File: src/rdt_pkg.sv
// Constants, state codes and carrier types for the RTC rate-trim block.
// Assumes a single clock domain; all users reference items as rdt_pkg::name.
`default_nettype none
package rdt_pkg;
    // Divider counts of oscillator ticks per nominal 1 Hz period and per half period
    localparam logic [15:0] NOM_PERIOD = 16'h8000;
    localparam logic [15:0] HALF_PERIOD = 16'h4000;
    // Periods per trim group
    localparam logic [5:0] GROUP_COARSE = 6'h14;
    localparam logic [5:0] GROUP_FINE = 6'h3C;
    // Step code boundaries
    localparam logic [6:0] CODE_SPLIT = 7'h40;
    localparam logic [7:0] CODE_WRAP = 8'h80;
    // Register reset value and serial framing
    localparam logic [7:0] TRIM_RESET = 8'h00;
    localparam logic [2:0] BIT_LAST = 3'h7;
    localparam logic [2:0] TRIM_CMD = 3'h3;

    typedef enum logic [2:0] {
        ST_IDLE = 3'b000,
        ST_ADDR = 3'b001,
        ST_ACKA = 3'b010,
        ST_WDATA = 3'b011,
        ST_ACKW = 3'b100,
        ST_RDATA = 3'b101,
        ST_RACK = 3'b110,
        ST_RNEXT = 3'b111
    } rdt_state_e;

    // Serial line events, one cycle each, plus the synchronised data level
    typedef struct packed {
        logic start;
        logic stop;
        logic rise;
        logic fall;
        logic sda;
    } rdt_bus_ev_s;
endpackage : rdt_pkg
`default_nettype wire

File: src/rdt_sync.sv
// Two-flop synchroniser for a group of asynchronous pin inputs.
// Assumes the inputs are independent levels; no bus coherence is implied.
`timescale 1ns/1ns
`default_nettype none
module rdt_sync #(
    parameter int W = 1
) (
    input wire logic clock,
    input wire logic arst_n,
    input wire logic [W-1:0] d,
    output logic [W-1:0] q
);
    logic [W-1:0] meta_r;
    logic [W-1:0] hold_r;

    // First stage feeds only the second
    always_ff @(posedge clock or negedge arst_n) begin
        if (!arst_n) begin
            meta_r <= '0;
            hold_r <= '0;
        end else begin
            meta_r <= d;
            hold_r <= meta_r;
        end
    end

    assign q = hold_r;
endmodule : rdt_sync
`default_nettype wire

File: src/rdt_trim.sv
// Rate-trim timebase with its serial register port for an RTC.
// Assumes scl_in, sda_in and osc_in are asynchronous pins; sda is open drain.
`timescale 1ns/1ns
`default_nettype none
module rdt_trim #(
    parameter logic [3:0] DEV_CODE = 4'h5 // Arbitrary device code value
) (
    input wire logic clock,
    input wire logic arst_n,
    input wire logic scl_in,
    input wire logic sda_in,
    input wire logic osc_in,
    output logic sda_out,
    output logic sda_oe,
    output logic clk32_out,
    output logic sec_tick,
    output logic hz1_out
);
    logic [2:0] s_q;
    logic [2:0] d_r;
    rdt_pkg::rdt_bus_ev_s ev;
    logic osc_rise;

    rdt_sync #(.W(3)) rdt_sync_i (
        .clock(clock),
        .arst_n(arst_n),
        .d({scl_in, sda_in, osc_in}),
        .q(s_q)
    );

    // Delayed copy of synchronised pins for edge detection
    always_ff @(posedge clock or negedge arst_n) begin
        if (!arst_n) begin
            d_r <= 3'h0;
        end else begin
            d_r <= s_q;
        end
    end

    // Line events from synchronised levels
    always_comb begin
        ev.start = d_r[2] & s_q[2] & d_r[1] & ~s_q[1];
        ev.stop = d_r[2] & s_q[2] & ~d_r[1] & s_q[1];
        ev.rise = s_q[2] & ~d_r[2];
        ev.fall = ~s_q[2] & d_r[2];
        ev.sda = s_q[1];
    end
    assign osc_rise = s_q[0] & ~d_r[0];

    // Period length for a trim value
    function automatic logic [15:0] trim_len(input logic [7:0] t);
        logic [6:0] c;
        c = '0;
        for (int i = 0; i < 7; i++) begin
            c[i] = t[7-i];
        end
        if (c == 7'h00) begin
            trim_len = rdt_pkg::NOM_PERIOD;
        end else if (c < rdt_pkg::CODE_SPLIT) begin
            trim_len = rdt_pkg::NOM_PERIOD - {8'h00, c, 1'b0};
        end else begin
            trim_len = rdt_pkg::NOM_PERIOD + {7'h00, rdt_pkg::CODE_WRAP - {1'b0, c}, 1'b0};
        end
    endfunction : trim_len

    // Serial port state
    rdt_pkg::rdt_state_e st_r, st_nxt;
    logic [2:0] bit_r, bit_nxt;
    logic [7:0] sh_r, sh_nxt;
    logic oe_r, oe_nxt;
    logic [7:0] trim_r, trim_nxt;
    logic [7:0] byte_in;

    // Byte framing, acknowledge and register access
    always_comb begin
        st_nxt = st_r;
        bit_nxt = bit_r;
        sh_nxt = sh_r;
        oe_nxt = oe_r;
        trim_nxt = trim_r;
        byte_in = {sh_r[6:0], ev.sda};
        if (ev.stop) begin
            st_nxt = rdt_pkg::ST_IDLE;
            oe_nxt = 1'b0;
        end else if (ev.start) begin
            st_nxt = rdt_pkg::ST_ADDR;
            bit_nxt = 3'h0;
            oe_nxt = 1'b0;
        end else begin
            case (st_r)
                rdt_pkg::ST_ADDR: begin
                    if (ev.rise) begin
                        sh_nxt = byte_in;
                        bit_nxt = bit_r + 3'h1;
                        if (bit_r == rdt_pkg::BIT_LAST) begin
                            st_nxt = (byte_in[7:1] == {DEV_CODE, rdt_pkg::TRIM_CMD}) ?
                                rdt_pkg::ST_ACKA : rdt_pkg::ST_IDLE;
                        end
                    end
                end
                rdt_pkg::ST_ACKA: begin
                    if (ev.fall) begin
                        if (!oe_r) begin
                            oe_nxt = 1'b1;
                        end else if (sh_r[0]) begin
                            oe_nxt = ~trim_r[7];
                            sh_nxt = trim_r;
                            bit_nxt = 3'h0;
                            st_nxt = rdt_pkg::ST_RDATA;
                        end else begin
                            oe_nxt = 1'b0;
                            bit_nxt = 3'h0;
                            st_nxt = rdt_pkg::ST_WDATA;
                        end
                    end
                end
                rdt_pkg::ST_WDATA: begin
                    if (ev.rise) begin
                        sh_nxt = byte_in;
                        bit_nxt = bit_r + 3'h1;
                        if (bit_r == rdt_pkg::BIT_LAST) begin
                            trim_nxt = byte_in;
                            st_nxt = rdt_pkg::ST_ACKW;
                        end
                    end
                end
                rdt_pkg::ST_ACKW: begin
                    if (ev.fall) begin
                        if (!oe_r) begin
                            oe_nxt = 1'b1;
                        end else begin
                            oe_nxt = 1'b0;
                            st_nxt = rdt_pkg::ST_WDATA;
                        end
                    end
                end
                rdt_pkg::ST_RDATA: begin
                    if (ev.rise) begin
                        bit_nxt = bit_r + 3'h1;
                        if (bit_r == rdt_pkg::BIT_LAST) begin
                            st_nxt = rdt_pkg::ST_RACK;
                        end
                    end else if (ev.fall) begin
                        sh_nxt = {sh_r[6:0], 1'b0};
                        oe_nxt = ~sh_r[6];
                    end
                end
                rdt_pkg::ST_RACK: begin
                    if (ev.fall) begin
                        oe_nxt = 1'b0;
                    end else if (ev.rise) begin
                        st_nxt = ev.sda ? rdt_pkg::ST_IDLE : rdt_pkg::ST_RNEXT;
                    end
                end
                rdt_pkg::ST_RNEXT: begin
                    if (ev.fall) begin
                        sh_nxt = trim_r;
                        oe_nxt = ~trim_r[7];
                        bit_nxt = 3'h0;
                        st_nxt = rdt_pkg::ST_RDATA;
                    end
                end
                default: begin
                    st_nxt = rdt_pkg::ST_IDLE;
                end
            endcase
        end
    end

    // Serial port registers
    always_ff @(posedge clock or negedge arst_n) begin
        if (!arst_n) begin
            st_r <= rdt_pkg::ST_IDLE;
            bit_r <= 3'h0;
            sh_r <= 8'h00;
            oe_r <= 1'b0;
            trim_r <= rdt_pkg::TRIM_RESET;
        end else begin
            st_r <= st_nxt;
            bit_r <= bit_nxt;
            sh_r <= sh_nxt;
            oe_r <= oe_nxt;
            trim_r <= trim_nxt;
        end
    end

    // Divider chain state
    logic [15:0] cnt_r, cnt_nxt;
    logic [5:0] grp_r, grp_nxt;
    logic [7:0] act_r, act_nxt;
    logic tick_r, tick_nxt;
    logic hz1_r, hz1_nxt;
    logic clk32_r;
    logic [15:0] cur_len;
    logic [5:0] grp_size;

    // Divider with one trimmed period per group
    always_comb begin
        cnt_nxt = cnt_r;
        grp_nxt = grp_r;
        act_nxt = act_r;
        tick_nxt = 1'b0;
        cur_len = (grp_r == 6'h00) ? trim_len(act_r) : rdt_pkg::NOM_PERIOD;
        grp_size = act_r[0] ? rdt_pkg::GROUP_FINE : rdt_pkg::GROUP_COARSE;
        if (osc_rise) begin
            if (cnt_r == cur_len - 16'h0001) begin
                cnt_nxt = 16'h0000;
                tick_nxt = 1'b1;
                if (grp_r == grp_size - 6'h01) begin
                    grp_nxt = 6'h00;
                    act_nxt = trim_r;
                end else begin
                    grp_nxt = grp_r + 6'h01;
                end
            end else begin
                cnt_nxt = cnt_r + 16'h0001;
            end
        end
        hz1_nxt = (cnt_nxt < rdt_pkg::HALF_PERIOD);
    end

    // Divider registers; 32 kHz output follows the synchronised oscillator
    always_ff @(posedge clock or negedge arst_n) begin
        if (!arst_n) begin
            cnt_r <= 16'h0000;
            grp_r <= 6'h00;
            act_r <= rdt_pkg::TRIM_RESET;
            tick_r <= 1'b0;
            hz1_r <= 1'b0;
            clk32_r <= 1'b0;
        end else begin
            cnt_r <= cnt_nxt;
            grp_r <= grp_nxt;
            act_r <= act_nxt;
            tick_r <= tick_nxt;
            hz1_r <= hz1_nxt;
            clk32_r <= s_q[0];
        end
    end

    assign sda_out = 1'b0; // Open drain: only the enable moves
    assign sda_oe = oe_r;
    assign clk32_out = clk32_r;
    assign sec_tick = tick_r;
    assign hz1_out = hz1_r;

    // Step code of the live register, so every written nonzero code is checked without waiting a group
    logic [6:0] code_new;
    always_comb begin
        for (int i = 0; i < 7; i++) begin
            code_new[i] = trim_r[7-i];
        end
    end
endmodule : rdt_trim
`default_nettype wire

File: config.mk
export PLATFORM = sky130hd
export DESIGN_NAME = rdt_trim
export DESIGN_NICKNAME = d
export VERILOG_FILES = /design/src/rdt_pkg.sv /design/src/rdt_sync.sv /design/src/rdt_trim.sv
export SDC_FILE = /design/constraint.sdc
export NUM_CORES = 1
export LEC_CHECK = 0
export BUFFER_PORTS_ARGS = -buffer_cell sky130_fd_sc_hd__buf_4
export CAP_MARGIN = 5
export CORE_MARGIN = 1.5
export CORE_UTILIZATION = 29
export CTS_CLUSTER_SIZE = 24
export DETAILED_ROUTE_END_ITERATION = 10
export HOLD_SLACK_MARGIN = 0.06
export REMOVE_ABC_BUFFERS = 1
export SYNTH_ARGS = -nofsm -noshare
export SYNTH_HDL_FRONTEND = slang
export SYNTH_HIERARCHICAL = 1
export SYNTH_SLANG_ARGS = --single-unit
File: constraint.sdc
create_clock -name clock -period 4.79 [get_ports clock]
set_input_delay 0.2395 -clock clock [delete_from_list [all_inputs] [get_ports clock]]
set_output_delay 0.2395 -clock clock [all_outputs]
set_load 0.005 [all_outputs]
Word level (Yosys, flattened, before mapping)
Cells that the tools add are included.
- register bits after elaboration: 64
- input bits: 5
- output and inout bits: 5
- word-level logic and storage cells: 149
- $add $sub $neg: 8
- $lt $le $gt $ge: 2
- equality and inequality tests: 38
- multiplexer cells: 54
- bitwise logic cells: 17
- reduce and logical (&&, ||, !) cells: 15
- operator list (operator ; count):
    $mux 16 ; 5
    $mux 3 ; 22
    $ne 4x4->1 const B ; 16
    $mux 7 ; 7
    $pmux 7 s4 ; 1
    $pmux 3 s7 ; 1
    $add 16x1->16 const B ; 1
    $add 16x9->16 const A ; 1
    $eq 16x16->1 ; 1
    $lt 16x15->1 const B ; 1
    $sub 16x1->16 const B ; 1
    $sub 16x8->16 const A ; 1
    $eq 3x3->1 const B ; 5
    $mux 1 ; 13
    $reduce_and 13->1 ; 1
    $mux 6 ; 2
    $ne 2x2->1 const B ; 6
    $reduce_and 10->1 ; 1
    $ne 3x3->1 const B ; 3
    $not 1->1 ; 9
    $pmux 3 s3 ; 1
    $reduce_and 9->1 ; 1
    $and 1x1->1 ; 8
    $reduce_bool 4->1 ; 2
    23 further kinds ; 24

Depth between registers and ports, before layout
- depth after elaboration: 10
- depth in mapped cells: 18

Hierarchy
Netlist, hierarchy kept.
- modules (own cells, without submodules) (module ; times used ; cells an instance ; area each (µm²)):
    rdt_trim ; 1 ; 434 ; 3787.4
    rdt_sync ; 1 ; 6 ; 150.1

Worst setup path after synthesis
OpenSTA, ideal clock, no wires.
- kind: flip-flop to flip-flop
- start point: register act_r[7]
- end point: register grp_r[0]
- setup time: 0.128 ns
- arrival time: 3.569 ns
- required time: 4.662 ns
- setup slack: 1.093 ns
- cell stages (with the launch flop): 18
- buffers on the path: 3
- period minus slack after synthesis: 3.697 ns
- path through: dfrtp_1 -> clkbuf_1 -> inv_1 -> ha_1 -> clkbuf_1 -> and3_1 -> clkbuf_1 -> nor2_1 -> nand2_1 -> ha_1 -> xnor2_1 -> and3_1 -> nor3_1 -> o311ai_0 -> a2111oi_2 -> nand4_2 -> nor2_2 -> mux2_1
- cells in the longest elaborated chain, start to end: 8
- RTL lines (element ; line ; text):
    start: declaration ; rdt_trim.sv:190 ; logic [7:0] act_r, act_nxt;
    start signal: assignment ; rdt_trim.sv:227 ; act_r <= rdt_pkg::TRIM_RESET;
    start signal: assignment ; rdt_trim.sv:234 ; act_r <= act_nxt;
    $sub 8x7->8 ; rdt_trim.sv:62 ; trim_len = rdt_pkg::NOM_PERIOD + {7'h00, rdt_pkg::CODE_WRAP - {1'b0, c}, 1'b0};
    $add 16x9->16 ; rdt_trim.sv:62 ;
    $mux 16 ; rdt_trim.sv:59 ; end else if (c < rdt_pkg::CODE_SPLIT) begin
    $mux 16 * ; rdt_trim.sv:57 ; if (c == 7'h00) begin
    $mux 16 * ; rdt_trim.sv:203 ; cur_len = (grp_r == 6'h00) ? trim_len(act_r) : rdt_pkg::NOM_PERIOD;
    $sub 16x1->16 * ; rdt_trim.sv:206 ; if (cnt_r == cur_len - 16'h0001) begin
    $eq 16x16->1 * ; rdt_trim.sv:206 ;
    $reduce_and 2->1 (no source line) * ; -- ;
    end signal: assignment ; rdt_trim.sv:233 ; grp_r <= grp_nxt;
    end: declaration ; rdt_trim.sv:189 ; logic [5:0] grp_r, grp_nxt;
Mark *: on every way between the ends. The rest lies on a longest branch, timed or not.
A chain may end at the register's enable or synchronous reset.

Worst setup path after layout
- start point: register act_r[7]
- end point: register act_r[2]
- cells in the longest elaborated chain, start to end: 8
- RTL lines (element ; line):
    $sub 8x7->8 ; rdt_trim.sv:62
    $add 16x9->16 ; rdt_trim.sv:62
    $mux 16 ; rdt_trim.sv:59
    $mux 16 * ; rdt_trim.sv:57
    $mux 16 * ; rdt_trim.sv:203
    $sub 16x1->16 * ; rdt_trim.sv:206
    $eq 16x16->1 * ; rdt_trim.sv:206
    $reduce_and 3->1 (no source line) * ; --
Marks and branches as above.

==> impl_metrics.ini <==
[placed_design]
routabilityCongestion = 0.856
place.port_buffers = 8
dp_cells = 602
detailedPlacementHpwl_um = 5950

[yosys]
synth_edf_count = 0
postSynthAreaPerCell_um2 = 8.95
async_set_reset_flop_share_out_of_synthesis_pct = 100
syn_area_um2 = 3940
synth_ff_type = sky130_fd_sc_hd__dfrtp_1
yosysSeqAreaShare_pct = 40.0
yosysUniqueCellTypes = 65
postSynthRegisterBits = 63
post_synth_inst_count = 440
synth_warnings = 6

[route]
detail_route.drc_violations = 0
drt_first_pass_iters = 5
postRouteWirelength_um = 8420
route.vias.total = 3221
final_antenna_net_count = 0
drt_iter0_drcs = 195
routedWlPerCell_um = 13.5
vias_per_cell = 5.18

[setup_path]
path_max_fanout = 14
crit_path_start_kind = flip-flop
reg2reg_setup_slack_ps = 510
worstSetupEndpointType = flip-flop
timing_worst_setup_path_type = flip-flop to flip-flop
worst_r2r_startpoint = act_r[7]$_DFFE_PN0P_
regToRegEndpoint = act_r[2]$_DFFE_PN0P_
r2r_cells = 12
cp_data_required_time_ps = 5000
arrival_ps = 4490

[global_routing]
globalRouteTotalUtil_pct = 12.5
grt_util_met2_pct = 20.2
grt_pass1_vias = 3084
grt.met1_usage_pct = 16.7
grt_remaining_overflow = 0
global_route_wire_length_before_repair_um = 14700
grt_start_max_net_pins = 64
globalRoute.busiestLayer = met2
grt.met3_usage_pct = 1.81
antenna_found_initial = 0

[timing]
timing.final.crit_share_pct = 89.4
fin_max_slew_vios = 0
grt_setup_unrepaired = false
max_slew_margin_pct = 47.8
finalHoldWorstSlack_ps = 346
period_minus_slack_ps = 4280
timing.final.hold_violations = 0
finalClockSkew_ps = 4.63
maxClockFrequency_mhz = 234
setup_viols_final = 0
totalNegativeSetupSlack_ps = 0
worst_slew_pin_slew_ps = 779

[worst_hold_path]
worst_hold_path.num_cells = 0
min_path_type = flip-flop to flip-flop
hold_start = rdt_sync_i/meta_r[1]$_DFF_PN0_
whs_endpoint = rdt_sync_i/q[1]$_DFF_PN0_

[clock_network]
worst_setup_hold_path_clk_slew_ps = 50
cts_htree_levels = 3
cts_buffer_count = 9
cts_tree = built
clock_latency_ps = 330
cts_buffer_depth = 2
clock-root-buffer = sky130_fd_sc_hd__clkbuf_16
clock-sinks = 63

[die]
fp-row-count = 42
initial_core_util_pct = 29.7
floorplan.io_pins = 10
die_h_um = 120
width_of_the_die_um = 120
dieArea_um2 = 14300
core_area_um2 = 13200

[power]
powerDensity_nw_per_um2 = 376
ir_worst_vdd_v = 0.000356
leakagePower_nw = 1.90
p_total_mw = 1.71

[cells_and_area]
synthToLayoutAreaGrowth_pct = 15.5
fin_util_pct = 34.3
fin_cells = 622
fin_nets = 455
total_inserted_antenna_cells = 0
drive_above_1_share_pct = 12.6

[job]
max_capacitance_violation_count = 0

[outcome]
outcome = finished clean
-- worst max-delay path, cell delays in order, from the launching register on --
cell,delay (ps)
sky130_fd_sc_hd__dfrtp_1,470
sky130_fd_sc_hd__or4_1,710
sky130_fd_sc_hd__nor3_4,290
sky130_fd_sc_hd__nand2_1,110
sky130_fd_sc_hd__ha_1,420
sky130_fd_sc_hd__nand4b_1,150
sky130_fd_sc_hd__a21oi_1,290
sky130_fd_sc_hd__nor2_1,110
sky130_fd_sc_hd__o31a_1,260
sky130_fd_sc_hd__o211ai_1,340
sky130_fd_sc_hd__nand4_4,300
sky130_fd_sc_hd__nor2_4,320
sky130_fd_sc_hd__mux2_2,370
-- report_power, final --
group          internal [mW]  total, mW  switching [mW]
combinational          0.114      0.269           0.155
sequential             0.581      0.679          0.0974
clock                  0.525      0.761           0.236
-- flip-flops by register name (all words and copies together), names as in the netlist --
register / count
sda_oe: 1
grp_r: 6
act_r: 8
rdt_sync_i/meta_r: 3
trim_r: 8
hz1_out: 1
d_r: 3
sh_r: 7
rdt_sync_i/q: 3
bit_r: 3
st_r: 3
cnt_r: 16
sec_tick: 1
-- repair_timing --
item | in CTS | in global routing
endpoints found under the setup margin | 0 | 5
endpoints found under the hold margin | 66 | 0
setup buffers | 0 | 0
hold buffers | 4 | 0
resized for setup | 0 | 1
-- kinds of logic (layout without fill, tap and decap cells) --
| family | after synthesis | in the layout | synth area share [%] |
|---|---|---|---|
| compound gates | 104 | 104 | 18.2 |
| fa+ha+maj | 9 | 9 | 2.86 |
| xor+xnor | 27 | 27 | 6.01 |
| buf+inv | 40 | 46 | 4.07 |
| simple gates | 175 | 175 | 22.8 |
| other cells | 1 | 1 | 0.0952 |
| mux | 21 | 21 | 5.88 |
| flops | 63 | 63 | 40.0 |
-- area by class of cell --
class	count	area, µm²
fillers	1359	8690
clock inverters	6	116
clock buffers	10	239
flip-flops and latches	63	1580
well taps	176	220
multi-input cells	337	2210
repair buffers	17	138
inverters	13	48.8
-- cell usage after synthesis (all sizes together) (9+ instances only) --
cell type	number	area, µm²
dfrtp	63	1580
nor2	44	175
nand2	41	154
o21ai	30	154
clkbuf	20	75.1
nand3	19	95.1
xnor2	18	158
mux2	17	191
a21oi	14	70.1
nor3	14	81.3
inv	13	48.8
nand4	10	68.8
ha	9	113
xor2	9	78.8
-- cells in the final DEF (no fill, tap or decap), types with 4 or more instances in the layout --
master and count:
sky130_fd_sc_hd__nand2_1 41, sky130_fd_sc_hd__nand4_1 9, sky130_fd_sc_hd__nor2b_1 7, sky130_fd_sc_hd__mux2_2 16
sky130_fd_sc_hd__dfrtp_1 63, sky130_fd_sc_hd__a211oi_1 5, sky130_fd_sc_hd__or3_1 8, sky130_fd_sc_hd__nand2b_1 6
sky130_fd_sc_hd__xnor2_1 18, sky130_fd_sc_hd__a22oi_1 8, sky130_fd_sc_hd__ha_1 9, sky130_fd_sc_hd__and3_1 6
sky130_fd_sc_hd__xor2_1 9, sky130_fd_sc_hd__dlygate4sd3_1 4, sky130_fd_sc_hd__a31oi_1 6, sky130_fd_sc_hd__buf_4 13
sky130_fd_sc_hd__clkbuf_16 9, sky130_fd_sc_hd__nor2_1 42, sky130_fd_sc_hd__mux2i_1 4, sky130_fd_sc_hd__or4_1 4
sky130_fd_sc_hd__inv_1 13, sky130_fd_sc_hd__nor3_1 13, sky130_fd_sc_hd__o31ai_1 6, sky130_fd_sc_hd__o21ai_0 28
sky130_fd_sc_hd__a21oi_1 14, sky130_fd_sc_hd__nand3_1 19
-- metal layers --
layer | up-vias | wire length, µm
met2 | 78 | 3930
met4 | 0 | 168
li1 | 1607 | -
met5 | - | 0
met3 | 13 | 335
met1 | 1523 | 3990
-- worst max-delay path by stage --
stage	from	end	slack [ps]
CTS	act_r[7]$_DFFE_PN0P_	act_r[2]$_DFFE_PN0P_	440
floorplan	act_r[7]$_DFFE_PN0P_	grp_r[0]$_DFFE_PN0P_	750
finish	act_r[7]$_DFFE_PN0P_	act_r[2]$_DFFE_PN0P_	510
detailed placement	act_r[7]$_DFFE_PN0P_	act_r[3]$_DFFE_PN0P_	470
global route	act_r[7]$_DFFE_PN0P_	act_r[5]$_DFFE_PN0P_	160
global placement	act_r[7]$_DFFE_PN0P_	act_r[3]$_DFFE_PN0P_	590
-- through the flow --
step / instance area (µm²) / setup WS [ps]
6_report: 4550 / 510
5_1_grt: 4550 / 158
4_1_cts: 4540 / 439
3_5_place_dp: 4140 / 470
3_3_place_gp: 4140 / 591
2_1_floorplan: 3830 / 752
No activity file was read; power rests on OpenSTA's default activity.
